`src/shared/imsq_pkg.sv`:
```
// Constants, state codes and carrier types of the acknowledge/stop sequencer
package imsq_pkg;

  ////////////////////////////////////////////////////////////////////////////
  // Register byte offsets on the AXI4-Lite slave
  localparam logic [7:0] ADDR_CTRL   = 8'h00;
  localparam logic [7:0] ADDR_STATUS = 8'h04;
  localparam logic [7:0] ADDR_MASK   = 8'h08;
  localparam logic [7:0] ADDR_RELOAD = 8'h0C;
  localparam logic [7:0] ADDR_BUFFER = 8'h10;
  localparam logic [7:0] ADDR_STATE  = 8'h14;

  ////////////////////////////////////////////////////////////////////////////
  // Widths and reset values
  localparam int         BRG_W      = 8;
  localparam int         STAT_W     = 3;
  localparam logic [7:0] RELOAD_RST = 8'h09;
  localparam logic [7:0] BUFFER_RST = 8'h00;
  localparam logic [2:0] MASK_RST   = 3'h0;
  localparam logic [2:0] STAT_RST   = 3'h0;
  localparam logic [1:0] RESP_OKAY  = 2'h0;
  localparam logic [1:0] RESP_SLVERR = 2'h2;

  ////////////////////////////////////////////////////////////////////////////
  // Sequencer states, one-hot
  typedef enum logic [8:0] {
    ST_IDLE     = 9'h001,
    ST_ACK_LOW  = 9'h002,
    ST_ACK_REL  = 9'h004,
    ST_ACK_HIGH = 9'h008,
    ST_STP_SDA  = 9'h010,
    ST_STP_LOW  = 9'h020,
    ST_STP_SCLH = 9'h040,
    ST_STP_SDAH = 9'h080,
    ST_STP_DONE = 9'h100
  } imsq_state_t;

  ////////////////////////////////////////////////////////////////////////////
  // Carriers: control word, sticky status, pin drive, state view
  typedef struct packed {
    logic ack_data;
    logic stop_en;
    logic ack_en;
  } imsq_ctrl_t;

  typedef struct packed {
    logic irq;
    logic write_collision_flag;
    logic stop;
  } imsq_stat_t;

  typedef struct packed {
    logic scl_oe;
    logic sda_oe;
  } imsq_drive_t;

  typedef struct packed {
    logic        hold;
    logic        sda;
    logic        scl;
    imsq_state_t st;
  } imsq_view_t;

endpackage

```
`src/rtl/imsq_brg.sv`:
```
// Reloadable bit-rate down counter giving one tick per rollover
`timescale 1ns/1ps
module imsq_brg (
  input  wire logic                      clk_i,
  input  wire logic                      rst_i,
  input  wire logic                      load_i,
  input  wire logic                      run_i,
  input  wire logic [imsq_pkg::BRG_W-1:0] reload_i,
  output logic                           tick_o,
  output logic [imsq_pkg::BRG_W-1:0]     cnt_o
);

  logic [imsq_pkg::BRG_W-1:0] cnt_d;

  // Tick on zero while running, then roll over to the reload value
  always_comb begin
    tick_o = run_i && !load_i && (cnt_o == '0);
    cnt_d  = cnt_o;
    if (load_i || tick_o) begin
      cnt_d = reload_i;
    end else if (run_i) begin
      cnt_d = cnt_o - 1'b1;
    end
  end

  // Count register
  always_ff @(posedge clk_i or posedge rst_i) begin
    if (rst_i) begin
      cnt_o <= '0;
    end else begin
      cnt_o <= cnt_d;
    end
  end

endmodule

```
`src/rtl/imsq_sync.sv`:
```
// Two-flop synchroniser for one bus line sampled from outside
`timescale 1ns/1ps
module imsq_sync (
  input  wire logic clk_i,
  input  wire logic rst_i,
  input  wire logic d_i,
  output logic      q_o
);

  logic meta_q;
  logic meta_d;
  logic sync_d;

  // Next values: first flop feeds only the second
  always_comb begin
    meta_d = d_i;
    sync_d = meta_q;
  end

  // Lines idle high, so reset to one
  always_ff @(posedge clk_i or posedge rst_i) begin
    if (rst_i) begin
      meta_q <= 1'b1;
      q_o    <= 1'b1;
    end else begin
      meta_q <= meta_d;
      q_o    <= sync_d;
    end
  end

endmodule

```
`src/rtl/imsq_top.sv`:
```
// Acknowledge and Stop sequencer of the two-wire master with AXI4-Lite slave
`timescale 1ns/1ps

// Operation
// - Setting the ack enable pulls SCL low and puts the ack data value on SDA.
// - The counter runs one full period with SCL low, then SCL is released.
// - Once SCL reads high the counter runs one more period, then SCL goes low.
// - At the end the ack enable clears, the counter stops and the port idles.
// - A buffer write during an ack sequence sets collision and is dropped.
// - After a finished byte SCL is held low past the ninth clock.
// - Setting the stop enable first pulls SDA low.
// - When SDA reads low the counter reloads and counts down to zero.
// - On timeout SCL is released, and a period later SDA is released.
// - Stop detected is set when SDA reads high while SCL is high.
// - A period after stop detect the stop enable clears and the irq is set.
// - A buffer write during a stop sequence sets collision and is dropped.
module imsq_top (
  input  wire logic        CLOCK_I,
  input  wire logic        RESET_I,
  input  wire logic        S_AXI_AWVALID_I,
  output logic             S_AXI_AWREADY_O,
  input  wire logic [7:0]  S_AXI_AWADDR_I,
  input  wire logic        S_AXI_WVALID_I,
  output logic             S_AXI_WREADY_O,
  input  wire logic [31:0] S_AXI_WDATA_I,
  input  wire logic [3:0]  S_AXI_WSTRB_I,
  output logic             S_AXI_BVALID_O,
  input  wire logic        S_AXI_BREADY_I,
  output logic [1:0]       S_AXI_BRESP_O,
  input  wire logic        S_AXI_ARVALID_I,
  output logic             S_AXI_ARREADY_O,
  input  wire logic [7:0]  S_AXI_ARADDR_I,
  output logic             S_AXI_RVALID_O,
  input  wire logic        S_AXI_RREADY_I,
  output logic [31:0]      S_AXI_RDATA_O,
  output logic [1:0]       S_AXI_RRESP_O,
  input  wire logic        BYTE_DONE_I,
  input  wire logic        SCL_I,
  output logic             SCL_O,
  output logic             SCL_OE_O,
  input  wire logic        SDA_I,
  output logic             SDA_O,
  output logic             SDA_OE_O,
  output logic             IRQ_O
);

  ////////////////////////////////////////////////////////////////////////////
  // Declarations
  imsq_pkg::imsq_state_t       st_q, st_d;
  imsq_pkg::imsq_drive_t       drv_q, drv_d;
  imsq_pkg::imsq_stat_t        stat_q, stat_d, stat_set;
  imsq_pkg::imsq_ctrl_t        wctl;
  logic                        ack_en_q, ack_en_d;
  logic                        pen_q, pen_d;
  logic                        hold_q, hold_d;
  logic                        ack_dt_q, ack_dt_d;
  logic [2:0]                  mask_q, mask_d;
  logic [7:0]                  reload_q, reload_d;
  logic [7:0]                  buf_q, buf_d;
  logic                        aw_have_q, aw_have_d;
  logic                        w_have_q, w_have_d;
  logic [7:0]                  wa_q, wa_d;
  logic [31:0]                 wd_q, wd_d;
  logic                        ws_q, ws_d;
  logic                        bvalid_q, bvalid_d;
  logic [1:0]                  bresp_q, bresp_d;
  logic                        rvalid_q, rvalid_d;
  logic [31:0]                 rdata_q, rdata_d;
  logic [1:0]                  rresp_q, rresp_d;
  logic                        wr_go, rd_go, stat_clr;
  logic                        wr_ctrl, wr_buf;
  logic                        busy, start_ack, start_stop;
  logic                        brg_load, brg_run, brg_tick;
  logic [imsq_pkg::BRG_W-1:0]  brg_cnt;
  logic                        scl_s, sda_s;

  // Address match shared by the write and read decoders
  function automatic logic hit(input logic [7:0] a, input logic [7:0] r);
    hit = (a[7:2] == r[7:2]);
  endfunction

  // Mapped register test for the response code
  function automatic logic mapped(input logic [7:0] a);
    mapped = hit(a, imsq_pkg::ADDR_CTRL)   || hit(a, imsq_pkg::ADDR_STATUS) ||
             hit(a, imsq_pkg::ADDR_MASK)   || hit(a, imsq_pkg::ADDR_RELOAD) ||
             hit(a, imsq_pkg::ADDR_BUFFER) || hit(a, imsq_pkg::ADDR_STATE);
  endfunction

  ////////////////////////////////////////////////////////////////////////////
  // Bus line synchronisers and bit-rate counter
  imsq_sync u_scl_sync (
    .clk_i (CLOCK_I),
    .rst_i (RESET_I),
    .d_i   (SCL_I),
    .q_o   (scl_s)
  );

  imsq_sync u_sda_sync (
    .clk_i (CLOCK_I),
    .rst_i (RESET_I),
    .d_i   (SDA_I),
    .q_o   (sda_s)
  );

  imsq_brg u_brg (
    .clk_i    (CLOCK_I),
    .rst_i    (RESET_I),
    .load_i   (brg_load),
    .run_i    (brg_run),
    .reload_i (reload_q),
    .tick_o   (brg_tick),
    .cnt_o    (brg_cnt)
  );

  ////////////////////////////////////////////////////////////////////////////
  // AXI4-Lite write channel: address and data taken in either order
  assign S_AXI_AWREADY_O = !aw_have_q;
  assign S_AXI_WREADY_O  = !w_have_q;
  assign S_AXI_BVALID_O  = bvalid_q;
  assign S_AXI_BRESP_O   = bresp_q;
  assign wr_go   = aw_have_q && w_have_q && !bvalid_q;
  assign wr_ctrl = wr_go && ws_q && hit(wa_q, imsq_pkg::ADDR_CTRL);
  assign wr_buf  = wr_go && ws_q && hit(wa_q, imsq_pkg::ADDR_BUFFER);
  assign wctl    = imsq_pkg::imsq_ctrl_t'(wd_q[2:0]);

  // Next values of the write channel
  always_comb begin
    aw_have_d = aw_have_q;
    w_have_d  = w_have_q;
    wa_d      = wa_q;
    wd_d      = wd_q;
    ws_d      = ws_q;
    bvalid_d  = bvalid_q;
    bresp_d   = bresp_q;
    if (S_AXI_AWVALID_I && !aw_have_q) begin
      aw_have_d = 1'b1;
      wa_d      = S_AXI_AWADDR_I;
    end
    if (S_AXI_WVALID_I && !w_have_q) begin
      w_have_d = 1'b1;
      wd_d     = S_AXI_WDATA_I;
      ws_d     = S_AXI_WSTRB_I[0];
    end
    if (wr_go) begin
      aw_have_d = 1'b0;
      w_have_d  = 1'b0;
      bvalid_d  = 1'b1;
      bresp_d   = mapped(wa_q) ? imsq_pkg::RESP_OKAY : imsq_pkg::RESP_SLVERR;
    end else if (bvalid_q && S_AXI_BREADY_I) begin
      bvalid_d = 1'b0;
    end
  end

  // Write channel registers
  always_ff @(posedge CLOCK_I or posedge RESET_I) begin
    if (RESET_I) begin
      aw_have_q <= 1'b0;
      w_have_q  <= 1'b0;
      wa_q      <= 8'h00;
      wd_q      <= 32'h0000_0000;
      ws_q      <= 1'b0;
      bvalid_q  <= 1'b0;
      bresp_q   <= imsq_pkg::RESP_OKAY;
    end else begin
      aw_have_q <= aw_have_d;
      w_have_q  <= w_have_d;
      wa_q      <= wa_d;
      wd_q      <= wd_d;
      ws_q      <= ws_d;
      bvalid_q  <= bvalid_d;
      bresp_q   <= bresp_d;
    end
  end

  ////////////////////////////////////////////////////////////////////////////
  // AXI4-Lite read channel; a status read clears the sticky bits
  assign S_AXI_ARREADY_O = !rvalid_q;
  assign S_AXI_RVALID_O  = rvalid_q;
  assign S_AXI_RDATA_O   = rdata_q;
  assign S_AXI_RRESP_O   = rresp_q;
  assign rd_go    = S_AXI_ARVALID_I && !rvalid_q;
  assign stat_clr = rd_go && hit(S_AXI_ARADDR_I, imsq_pkg::ADDR_STATUS);

  // Read data multiplexer and valid
  always_comb begin
    rvalid_d = rvalid_q;
    rdata_d  = rdata_q;
    rresp_d  = rresp_q;
    if (rd_go) begin
      rvalid_d = 1'b1;
      rresp_d  = mapped(S_AXI_ARADDR_I) ? imsq_pkg::RESP_OKAY
                                         : imsq_pkg::RESP_SLVERR;
      rdata_d  = 32'h0000_0000;
      if (hit(S_AXI_ARADDR_I, imsq_pkg::ADDR_CTRL)) begin
        rdata_d[2:0] = {ack_dt_q, pen_q, ack_en_q};
      end else if (hit(S_AXI_ARADDR_I, imsq_pkg::ADDR_STATUS)) begin
        rdata_d[2:0] = stat_q;
      end else if (hit(S_AXI_ARADDR_I, imsq_pkg::ADDR_MASK)) begin
        rdata_d[2:0] = mask_q;
      end else if (hit(S_AXI_ARADDR_I, imsq_pkg::ADDR_RELOAD)) begin
        rdata_d[7:0] = reload_q;
      end else if (hit(S_AXI_ARADDR_I, imsq_pkg::ADDR_BUFFER)) begin
        rdata_d[7:0] = buf_q;
      end else if (hit(S_AXI_ARADDR_I, imsq_pkg::ADDR_STATE)) begin
        rdata_d[11:0] = {hold_q, sda_s, scl_s, st_q};
      end
    end else if (rvalid_q && S_AXI_RREADY_I) begin
      rvalid_d = 1'b0;
    end
  end

  // Read channel registers
  always_ff @(posedge CLOCK_I or posedge RESET_I) begin
    if (RESET_I) begin
      rvalid_q <= 1'b0;
      rdata_q  <= 32'h0000_0000;
      rresp_q  <= imsq_pkg::RESP_OKAY;
    end else begin
      rvalid_q <= rvalid_d;
      rdata_q  <= rdata_d;
      rresp_q  <= rresp_d;
    end
  end

  ////////////////////////////////////////////////////////////////////////////
  // Sequencer: ack and stop phases on the bit-rate counter
  assign busy       = ack_en_q || pen_q;
  assign start_ack  = wr_ctrl && wctl.ack_en && (st_q == imsq_pkg::ST_IDLE);
  assign start_stop = wr_ctrl && wctl.stop_en && !wctl.ack_en &&
                      (st_q == imsq_pkg::ST_IDLE);
  assign brg_run    = (st_q == imsq_pkg::ST_ACK_LOW)  ||
                      (st_q == imsq_pkg::ST_ACK_HIGH) ||
                      (st_q == imsq_pkg::ST_STP_LOW)  ||
                      (st_q == imsq_pkg::ST_STP_SCLH) ||
                      (st_q == imsq_pkg::ST_STP_DONE);

  // Next state, enables, events and pin drive
  always_comb begin
    st_d     = st_q;
    ack_en_d = ack_en_q;
    pen_d    = pen_q;
    hold_d   = hold_q || BYTE_DONE_I;
    brg_load = 1'b0;
    stat_set = '0;
    case (st_q)
      imsq_pkg::ST_IDLE: begin
        if (start_ack) begin
          st_d     = imsq_pkg::ST_ACK_LOW;
          ack_en_d = 1'b1;
          brg_load = 1'b1;
        end else if (start_stop) begin
          st_d  = imsq_pkg::ST_STP_SDA;
          pen_d = 1'b1;
        end
      end
      imsq_pkg::ST_ACK_LOW: begin
        if (brg_tick) st_d = imsq_pkg::ST_ACK_REL;
      end
      imsq_pkg::ST_ACK_REL: begin
        if (scl_s) begin
          st_d     = imsq_pkg::ST_ACK_HIGH;
          brg_load = 1'b1;
        end
      end
      imsq_pkg::ST_ACK_HIGH: begin
        if (brg_tick) begin
          st_d     = imsq_pkg::ST_IDLE;
          ack_en_d = 1'b0;
          hold_d   = 1'b1;
        end
      end
      imsq_pkg::ST_STP_SDA: begin
        if (!sda_s) begin
          st_d     = imsq_pkg::ST_STP_LOW;
          brg_load = 1'b1;
        end
      end
      imsq_pkg::ST_STP_LOW: begin
        if (brg_tick) begin
          st_d   = imsq_pkg::ST_STP_SCLH;
          hold_d = 1'b0;
        end
      end
      imsq_pkg::ST_STP_SCLH: begin
        if (brg_tick) st_d = imsq_pkg::ST_STP_SDAH;
      end
      imsq_pkg::ST_STP_SDAH: begin
        if (sda_s && scl_s) begin
          st_d          = imsq_pkg::ST_STP_DONE;
          stat_set.stop = 1'b1;
          brg_load      = 1'b1;
        end
      end
      imsq_pkg::ST_STP_DONE: begin
        if (brg_tick) begin
          st_d         = imsq_pkg::ST_IDLE;
          pen_d        = 1'b0;
          stat_set.irq = 1'b1;
        end
      end
      default: st_d = imsq_pkg::ST_IDLE;
    endcase
    stat_set.write_collision_flag = wr_buf && busy;
    // Open-drain drive for the state being entered
    drv_d = '0;
    case (st_d)
      imsq_pkg::ST_IDLE:     drv_d.scl_oe = hold_d;
      imsq_pkg::ST_ACK_LOW:  drv_d = '{scl_oe: 1'b1, sda_oe: !ack_dt_d};
      imsq_pkg::ST_ACK_REL,
      imsq_pkg::ST_ACK_HIGH: drv_d.sda_oe = !ack_dt_d;
      imsq_pkg::ST_STP_SDA,
      imsq_pkg::ST_STP_LOW:  drv_d = '{scl_oe: 1'b1, sda_oe: 1'b1};
      imsq_pkg::ST_STP_SCLH: drv_d.sda_oe = 1'b1;
      default:               drv_d = '0;
    endcase
  end

  // Sequencer registers
  always_ff @(posedge CLOCK_I or posedge RESET_I) begin
    if (RESET_I) begin
      st_q     <= imsq_pkg::ST_IDLE;
      ack_en_q <= 1'b0;
      pen_q    <= 1'b0;
      hold_q   <= 1'b0;
      drv_q    <= '0;
    end else begin
      st_q     <= st_d;
      ack_en_q <= ack_en_d;
      pen_q    <= pen_d;
      hold_q   <= hold_d;
      drv_q    <= drv_d;
    end
  end

  // Lines are only ever pulled low
  assign SCL_O    = 1'b0;
  assign SDA_O    = 1'b0;
  assign SCL_OE_O = drv_q.scl_oe;
  assign SDA_OE_O = drv_q.sda_oe;

  ////////////////////////////////////////////////////////////////////////////
  // Software registers, sticky status with set winning over read-clear
  always_comb begin
    ack_dt_d = ack_dt_q;
    mask_d   = mask_q;
    reload_d = reload_q;
    buf_d    = buf_q;
    stat_d   = (stat_clr ? imsq_pkg::STAT_RST : stat_q) | stat_set;
    if (wr_ctrl && !busy) ack_dt_d = wctl.ack_data;
    if (wr_go && ws_q && hit(wa_q, imsq_pkg::ADDR_MASK)) begin
      mask_d = wd_q[2:0];
    end
    if (wr_go && ws_q && hit(wa_q, imsq_pkg::ADDR_RELOAD)) begin
      reload_d = wd_q[7:0];
    end
    if (wr_buf && !busy) buf_d = wd_q[7:0];
  end

  // Register file flops
  always_ff @(posedge CLOCK_I or posedge RESET_I) begin
    if (RESET_I) begin
      ack_dt_q <= 1'b0;
      mask_q   <= imsq_pkg::MASK_RST;
      reload_q <= imsq_pkg::RELOAD_RST;
      buf_q    <= imsq_pkg::BUFFER_RST;
      stat_q   <= imsq_pkg::STAT_RST;
    end else begin
      ack_dt_q <= ack_dt_d;
      mask_q   <= mask_d;
      reload_q <= reload_d;
      buf_q    <= buf_d;
      stat_q   <= stat_d;
    end
  end

  // Level interrupt from unmasked sticky bits
  assign IRQ_O = |(stat_q & mask_q);
endmodule

```
`config.mk`:
```
export PLATFORM = sky130hd
export DESIGN_NAME = imsq_top
export DESIGN_NICKNAME = d
export VERILOG_FILES = /design/src/shared/imsq_pkg.sv /design/src/rtl/imsq_brg.sv /design/src/rtl/imsq_sync.sv /design/src/rtl/imsq_top.sv
export SDC_FILE = /design/constraint.sdc
export NUM_CORES = 1
export LEC_CHECK = 0
export BUFFER_PORTS_ARGS = -buffer_cell sky130_fd_sc_hd__buf_2
export CORE_ASPECT_RATIO = 0.7
export CORE_MARGIN = 2
export CORE_UTILIZATION = 25
export DETAILED_ROUTE_END_ITERATION = 10
export HOLD_SLACK_MARGIN = 0.02
export PLACE_DENSITY = 0.53
export SLEW_MARGIN = 40
export SYNTH_ARGS = -nofsm -noshare
export SYNTH_HDL_FRONTEND = slang
export SYNTH_HIERARCHICAL = 1
export SYNTH_SLANG_ARGS = --single-unit
```
`constraint.sdc`:
```
create_clock -name CLOCK_I -period 3.7 [get_ports CLOCK_I]
set_input_delay 0.37 -clock CLOCK_I [delete_from_list [all_inputs] [get_ports CLOCK_I]]
set_output_delay 0.37 -clock CLOCK_I [all_outputs]
set_load 0.02 [all_outputs]
```
Yosys cells after proc, flatten, opt, wreduce, memory -nomap -nowiden
Index checks and enable logic that the tools add are counted.
{ "totals": {"ff_bits": 86, "inputBits": 62, "out_inout_bits": 46, "elab_cells": 182} }
{ "op_classes": {"addsub": 1, "n_eq_ne": 31, "mux": 54, "bitwise": 2, "reduce_logical": 66} }
{ "ops": {"columns": ["cell", "count"], "rows": [
  ["2-to-1 mux 9 bit", 12],
  ["one-hot mux 9 bit (8 select lines)", 1],
  ["2-to-1 mux 8 bit", 4],
  ["== test 6 x 2 -> 1 bit, second input constant", 4],
  ["== test 6 x 3 -> 1 bit, second input constant", 4],
  ["logical AND 1 bit", 24],
  ["2-to-1 mux 1 bit", 22],
  ["== test 9 x 1 -> 1 bit, second input constant", 2],
  ["== test 9 x 2 -> 1 bit, second input constant", 2],
  ["== test 9 x 3 -> 1 bit, second input constant", 2],
  ["== test 9 x 4 -> 1 bit, second input constant", 2],
  ["== test 9 x 5 -> 1 bit, second input constant", 2],
  ["== test 9 x 6 -> 1 bit, second input constant", 2],
  ["== test 9 x 7 -> 1 bit, second input constant", 2],
  ["logical OR 1 bit", 17],
  ["nonzero test 2 bit", 7],
  ["== test 6 x 1 -> 1 bit, second input constant", 2],
  ["zero test 6 bit", 2],
  ["2-to-1 mux 12 bit", 1],
  ["2-to-1 mux 3 bit", 4],
  ["OR reduction 3 bit", 4],
  ["inequality test 2 bit, second input constant", 5],
  ["one-hot mux 1 bit (2 select lines)", 5],
  ["== test 9 x 8 -> 1 bit, second input constant", 1],
  ["other kinds (12)", 21]
]} }

Logic depth before layout (Yosys ltp)
Gate-level depths: netlist of the first run.
{ "depth": {"word_depth": 16, "depth_mapped": 13, "mapped_depth_nobuf": 10} }

By module
Netlist of the first run, hierarchy kept.
{ "by_module_without_submodules": {"columns": ["module", "instances", "cells_per_inst", "area_each_um2", "seq_area_each_um2"], "rows": [
  ["imsq_top", 1, 351, 3608.5, 1755.4],
  ["imsq_brg", 1, 52, 515.5, 200.2],
  ["imsq_sync", 2, 3, 56.3, 52.6]
]} }

Worst setup path after synthesis of the first run
OpenSTA, ideal clock, no wires.
{ "synth_path": {"kind": "flip-flop to flip-flop", "startpoint": "register st_q[3]", "endpoint": "register drv_q (netlist bit SCL_OE_O)", "setup_ns": 0.139, "t_arrival_ns": 3.104, "t_required_ns": 3.561, "path_slack_ns": 0.458, "path_stages_with_launch": 12, "path_buffers": 2, "period_less_slack_ns": 3.242, "path_cell_list": "dfrtp_1 buf_2 nor4_2 nand3_1 o21ai_0 buf_2 nand4_1 nor2_1 nor3_1 or4_4 o22a_1 or4_1"} }
{ "synth_rtl": {"columns": ["item", "line_no", "rtl"], "rows": [
  ["start, declared", "imsq_top.sv:49", "imsq_pkg::imsq_state_t st_q, st_d;"],
  ["start signal, assigned", "imsq_top.sv:321", "st_q <= imsq_pkg::ST_IDLE;"],
  ["start signal, assigned", "imsq_top.sv:327", "st_q <= st_d;"],
  ["end signal, assigned", "imsq_top.sv:331", "drv_q <= drv_d;"],
  ["end, declared", "imsq_top.sv:50", "imsq_pkg::imsq_drive_t drv_q, drv_d;"]
]} }

==> metrics, run 1 <==
status=complete, no violations; total die area=18020 um2; Resized Gates After CTS=0; power per cell area=660.3 nW/um2; worst-margin pin slew=748.9 ps; Die H=112.9 um; initial antenna violation count=0; via/cell ratio=4.590; Final Max Tran Viols=0; Net Sw Frac=0.3398; NetSw=0.001125 W; VDD IR max=0.2513 mV; Top delay family on crit path=simple AND/OR/NAND/NOR gates; critical path peak fanout=10; via count=3190; Post-synth EDFFs=0; Detailed Route Iter0 Violations=223; Hold Path Class=in2async; drt total wl=10950 um; DRC violations left=0; DRT Pass-1 Iters=5; minimum clock period=3441 ps; clk buf depth=2; IO Pins=108; Syn Area/Cell=10.36 um2; f_max=290.6 MHz; Layout area overhead=18.40%; CP endpoint kind=register; logic gate share of total power=0.254; Detailed Place HPWL=8312 um; antenna cells=0; max incr delay on CP=680 ps; # rows=39; final period utilization=0.9301; hold_buf cts=0; count of input and output buffers=52; Data arrival, critical path=3620 ps; root buffer cell=clkbuf_16; Routed Antenna Nets=0; Yosys reg bits=82; Int Pwr=0.002187 W; Syn Std Cell Area=4237 um2; GPL Wtd Cong=0.8771; leakage=2.319 nW; share of cells above drive strength 1=0.2894; sequential share of power=0.448; Synth cell types=56; clk_lat worst skew=340 ps; max_cap viols=0; Sink Count=82; Total Neg Setup Slack=0 ps; core area=16440 um2; sequential fraction of the synthesis area=0.4864; die width=159.6 um; endpoints failing setup=0; Max-slew headroom=0.4997; Clock Skew=7.565 ps; Synth Warn #=6; critical path required time=3880 ps; crit-path cells=nor3_1 > and4_1 > and2_1 > a221o_1 > nor2_1 > nor3_1 > or4_4 > a2111oi_0 > o21ai_0; Critical Path Most Common Cell=nor3_1; maximum number of pins on one net before global-route repair=53; dominant register cell in the synthesized netlist=dfrtp_1; slowest CP cell=a2111oi_0; Hold Vio Cnt, Final=0; grt ovf=0; RSZ-0062 raised after global routing=false; synthesized instance count=409; Setup Buffers After CTS=0; Clk pwr share=0.298; most frequent cells in the layout=dfrtp_1 (75), buf_2 (52), nand2_1 (39), mux2_2 (38), nor2_1 (35); H-tree Lvls=3; Post-synth ARST share=1.000; total CTS buffers=9; Startpoint Class=register; number of global-route vias before repair=3173; GR Util All Layers=0.1263; CTS clk-pin slew, worst paths=60 ps; Final Power=0.003312 W; commonest non-fill, non-tap cell in the layout=dfrtp_1; nets@finish=529; routed len/inst=15.76 um; CP Buf/Inv Count=0; CTS tree=yes; first-pass GRT wire length=17810 um; critical path class=reg2reg; Initial Util=0.2576
==> synth_stat cells (3+ instances only) <==
master,count,share of area
a21oi_1,16,0.019
a22o_1,7,0.014
a31oi_1,6,0.0089
buf_2,7,0.0083
buf_4,25,0.044
clkbuf_1,9,0.0080
dfrtp_1,75,0.44
dfstp_2,7,0.043
inv_1,15,0.013
mux2_2,38,0.10
mux2i_1,3,0.0071
nand2_1,39,0.035
nand2b_1,6,0.0089
nand3_1,7,0.0083
nand3b_1,4,0.0071
nand4_1,9,0.013
nor2_1,35,0.031
nor2b_1,13,0.019
nor3_1,7,0.0083
nor4_1,6,0.0089
nor4b_1,3,0.0062
o21a_1,3,0.0053
o21ai_0,18,0.021
o31ai_1,3,0.0053
xnor2_1,3,0.0062
xor2_1,7,0.014
==> power groups by stage <==
stage               registers, W  clock network, W  logic [W]
global route             0.00153           0.00106   0.000935
detailed placement       0.00150                 0   0.000841
global placement         0.00149                 0   0.000824
floorplan                0.00140                 0   0.000652
finish                   0.00148          0.000986   0.000841
CTS                      0.00149           0.00102   0.000849
==> stage by stage <==
stage	instances	instance area [um2]	worst slack, ps	hold WS, ps	util
6_report	695	5016	258.5	21.73	0.3050
2_1_floorplan	432	4323	457.9	185.7	-
3_3_place_gp	679	4690	351.0	349.6	0.2852
4_1_cts	695	5016	385.2	31.46	0.3050
5_1_grt	695	5016	176.3	47.32	0.3050
3_5_place_dp	679	4690	394.8	349.5	0.2852
==> worst paths after layout <==
| check | startpoint | to | slack [ps] | cells after the start |
|---|---|---|---|---|
| min reg2reg | u_scl_sync/meta_q | u_scl_sync/q_o | 360 | 0 |
| min | RESET_I | u_brg/cnt_o[1] | 20 | 2 |
| max reg2reg | st_q[3] | SDA_OE_O | 260 | 9 |
| min in group CLOCK_I | SCL_I | u_scl_sync/meta_q | 140 | 1 |
| max | st_q[3] | SDA_OE_O | 260 | 9 |
| max in group asynchronous | RESET_I | buf_q[4] | 2590 | 3 |
==> registers in the layout (all words and copies together), names as in the netlist, 3 cells and up <==
name,flops
S_AXI_RDATA_O,12
reload_q,8
mask_q,3
buf_q,8
st_q,9
wd_q,8
stat_q,3
wa_q,6
u_brg/cnt_o,8
==> cells by family after synthesis <==
group	synth area share
AND/OR/NAND/NOR	0.1799
flip-flops	0.4864
AO/OA/AOI/OAI	0.1155
buffers and inverters	0.07915
multiplexers	0.1116
XOR/XNOR	0.02067
adder cells (fa/ha/maj)	0.005906
other	0.0008852
==> layout make-up <==
| class | instances | area (um2) |
|---|---|---|
| Multi-Input combinational cell | 292 | 1933 |
| Tap cell | 225 | 281.5 |
| Fill cell | 1741 | 11430 |
| Inverter | 15 | 56.30 |
| Sequential cell | 82 | 2061 |
| Timing Repair Buffer | 65 | 357.8 |
| Clock inverter | 6 | 97.59 |
| Clock buffer | 10 | 229.0 |
==> metal layers <==
metal	vias to the layer above	part of all wire	track usage
met5	-	0	0
met4	0	0.0037	0.02364
met3	9	0.069	0.03446
met2	109	0.40	0.1729
met1	1558	0.53	0.1967
li1	1514	-	-
Note: power is estimated with default switching activity, not from simulation.
==> inputs of run 2 (changes only) <==
- PLACE_DENSITY: 0.53 -> 0.54
- SYNTH_HIERARCHICAL: 1 -> unset
- clock period: 3.7 -> 3.05 ns (I/O delays scaled with it)
==> run 2 against run 1 <==
Total power rose by 15%; worst hold slack improved by 6.1 ps; synthesized cell count fell by 1.5%; routed wire length fell by 3.6%; largest cell class unchanged; highest routed layer unchanged.
==> metrics, run 2 <==
status=complete, no violations; first-pass GRT wire length=17280 um (-2.9%); Synth Warn #=0 (-6); sequential fraction of the synthesis area=0.4950 (+0.008626); synthesized instance count=403 (-1.5%); Top delay family on crit path=simple AND/OR/NAND/NOR gates; fill count=1691 (-2.9%); drt total wl=10560 um (-3.6%); most frequent cells in the layout=dfrtp_1 (75), buf_2 (52), nand2_1 (35), nor2_1 (28), mux2_2 (26); CTS tree=yes; die width=158.2 um (-0.85%); Resized Gates After CTS=0 (unchanged); max_cap viols=0 (unchanged); hold_buf cts=0 (unchanged); Die H=112.0 um (-0.85%); Sink Count=82 (unchanged); leakage=2.322 nW (+0.15%); Detailed Route Iter0 Violations=319 (+43%); count of input and output buffers=52 (unchanged); antenna cells=0 (unchanged); H-tree Lvls=3 (unchanged); Fin Hold WS=27.85 ps (+6.116 ps); core area=16300 um2 (-0.89%); top cells by area, synth=dfrtp_1 (45%), mux2_2 (7.0%), dfstp_2 (4.4%); crit-path cells=inv_1 > ha_1 > nor3b_1 > and2_1 > buf_4 > nor2_1 > o31ai_1 > nand3_1; clk buf depth=2 (unchanged); DRT Pass-1 Iters=4 (-1); synth cell count leaders=dfrtp_1 (75), nand2_1 (35), nor2_1 (28); maximum number of pins on one net before global-route repair=43 (-19%); Largest register FFs=12 (unchanged); dominant register cell in the synthesized netlist=dfrtp_1; Synth cell types=57 (+1.8%); power per cell area=765.6 nW/um2 (+16%); Startpoint Class=register; Detailed Place HPWL=8066 um (-3.0%); Max-slew headroom=0.5395 (+0.03978); critical path class=reg2reg; IO Pins=108 (unchanged); minimum clock period=2499 ps (-942.4 ps); f_max=400.2 MHz (+38%); max incr delay on CP=600 ps (-80 ps); CTS clk-pin slew, worst paths=70 ps (about the same); Final Core Density=0.3041 (-0.0009450); total die area=17720 um2 (-1.7%); dpl ws=591.5 ps (+196.7 ps); Post-synth EDFFs=0 (unchanged); Total Neg Setup Slack=0 ps (unchanged); root buffer cell=clkbuf_16; CP Buf/Inv Count=2 (+2); Net Sw Frac=0.3161 (-0.02367); grt ovf=0 (unchanged); CP endpoint kind=register; critical path peak fanout=8 (-2); nets@finish=519 (-1.9%); final period utilization=0.8194 (-0.1108); total CTS buffers=9 (unchanged); Hold Vio Cnt, Final=0 (unchanged); GPL Wtd Cong=0.8760 (-0.13%); via/cell ratio=4.665 (+1.6%); Post-synth ARST share=1.000 (unchanged); Layout area overhead=19.06%; routed len/inst=15.39 um (-2.3%); Hold Path Class=in2async; post-synth top area cell=dfrtp_1; Routed Antenna Nets=0 (unchanged); Int Pwr=0.002595 W (+19%); sequential share of power=0.447 (about the same); Syn Area/Cell=10.33 um2 (-0.28%); share of cells above drive strength 1=0.2495 (-0.03990); post-synth top area share=0.4509 (+0.007856); GR Util All Layers=0.1259 (-0.0003852); initial antenna violation count=0 (unchanged); endpoints failing setup=0 (unchanged); DRC violations left=0 (unchanged); Setup Buffers After CTS=0 (unchanged); Yosys reg bits=82 (unchanged); Syn Std Cell Area=4163 um2 (-1.7%); Initial Util=0.2554 (-0.002215); clk_lat worst skew=340 ps (about the same); NetSw=0.001199 W (+6.6%); Clk pwr share=0.333 (+0.035); Data arrival, critical path=2690 ps (-930 ps); slowest CP cell=nor3b_1; # rows=39 (unchanged); RSZ-0062 raised after global routing=false; Clock Skew=12.28 ps (+4.711 ps); worst-margin pin slew=689.3 ps (-59.62 ps); VDD IR max=0.4509 mV (+79%); critical path required time=3240 ps (-640 ps); number of global-route vias before repair=3164 (-0.28%); count leader, synth=dfrtp_1; Final Max Tran Viols=0 (unchanged); logic gate share of total power=0.219 (-0.035); Final Power=0.003794 W (+15%); via count=3200 (+0.31%); Final WS setup=551.0 ps (+292.4 ps); commonest non-fill, non-tap cell in the layout=dfrtp_1
## run 2: cell count changes in the layout (fill, tap and decap cells not counted), sizes merged, moves of 5 or more
cell   change
buf        -9
mux2i      +9
a21oi      +7
nor2       -7
a22o       -6
o21ai      +6
a21o       +5
mux2       -5
nor3       +5
## run 2: path summary, 6_finish.rpt
kind                              startpoint           endpoint  slack (ps)  cells past startpoint
setup / recovery              u_brg.cnt_o[0]           SDA_OE_O         550                      8
hold / removal                       RESET_I            st_q[5]          30                      2
setup reg to reg              u_brg.cnt_o[0]           SDA_OE_O         550                      8
hold reg to reg            u_scl_sync.meta_q     u_scl_sync.q_o         360                      0
max in group asynchronous            RESET_I        reload_q[3]        2340                      3
min in group CLOCK_I                   SDA_I  u_sda_sync.meta_q          60                      1
## run 2: power by group through the flow
stage | sequential (W) | clock [W] | combinational (W)
after detailed placement | 0.00172 | 0 | 0.000836
after CTS | 0.00170 | 0.00130 | 0.000840
after floorplan | 0.00161 | 0 | 0.000633
final | 0.00170 | 0.00126 | 0.000833
after global routing | 0.00175 | 0.00134 | 0.000922
after global placement | 0.00170 | 0 | 0.000819
## run 2: area by class of cell
cell class / count / area [um2] / area share
multi-input cells: 292 / 1899 / 0.3832
clock inverters: 6 / 113.9 / 0.02297
repair buffers: 56 / 302.8 / 0.06110
clock buffers: 10 / 239.0 / 0.04822
well taps: 225 / 281.5 / 0.05680
inverters: 15 / 58.81 / 0.01187
flip-flops and latches: 82 / 2061 / 0.4158
## run 2: kinds of logic (layout without fill, tap and decap cells)
kind of cell,Yosys count,in the layout,share of synthesized area
DFF,82,82,0.4950
xor gates and xnor gates,3,3,0.006313
and+or+nand+nor,134,134,0.1746
buffers and inverters,52,87,0.07003
AOI/OAI and AO/OA,84,84,0.1293
other,1,24,0.0009008
muxes,46,46,0.1208
adders and majority gates,1,1,0.003005
## run 2: per-stage QoR
| step | instance area (um2) | instances |
|---|---|---|
| final | 4956 | 686 |
| after global routing | 4956 | 686 |
| after CTS | 4952 | 686 |
| after detailed placement | 4599 | 670 |
| after global placement | 4599 | 670 |
| after floorplan | 4249 | 426 |
## run 2: worst register-to-register path, delay by kind of cell (launching register included)
family	cells	cell delay, ps
flip-flops	1	410
adder cells (fa/ha/maj)	1	200
AO/OA/AOI/OAI	1	420
AND/OR/NAND/NOR	4	1060
buffers and inverters	2	270
## run 2: layer usage
layer | vias to the layer above | global-route usage | share of wire
met5 | - | 0 | 0
met4 | 0 | 0.02943 | 0.0083
met3 | 8 | 0.02880 | 0.049
met2 | 86 | 0.1858 | 0.45
met1 | 1585 | 0.1868 | 0.49
li1 | 1521 | - | -
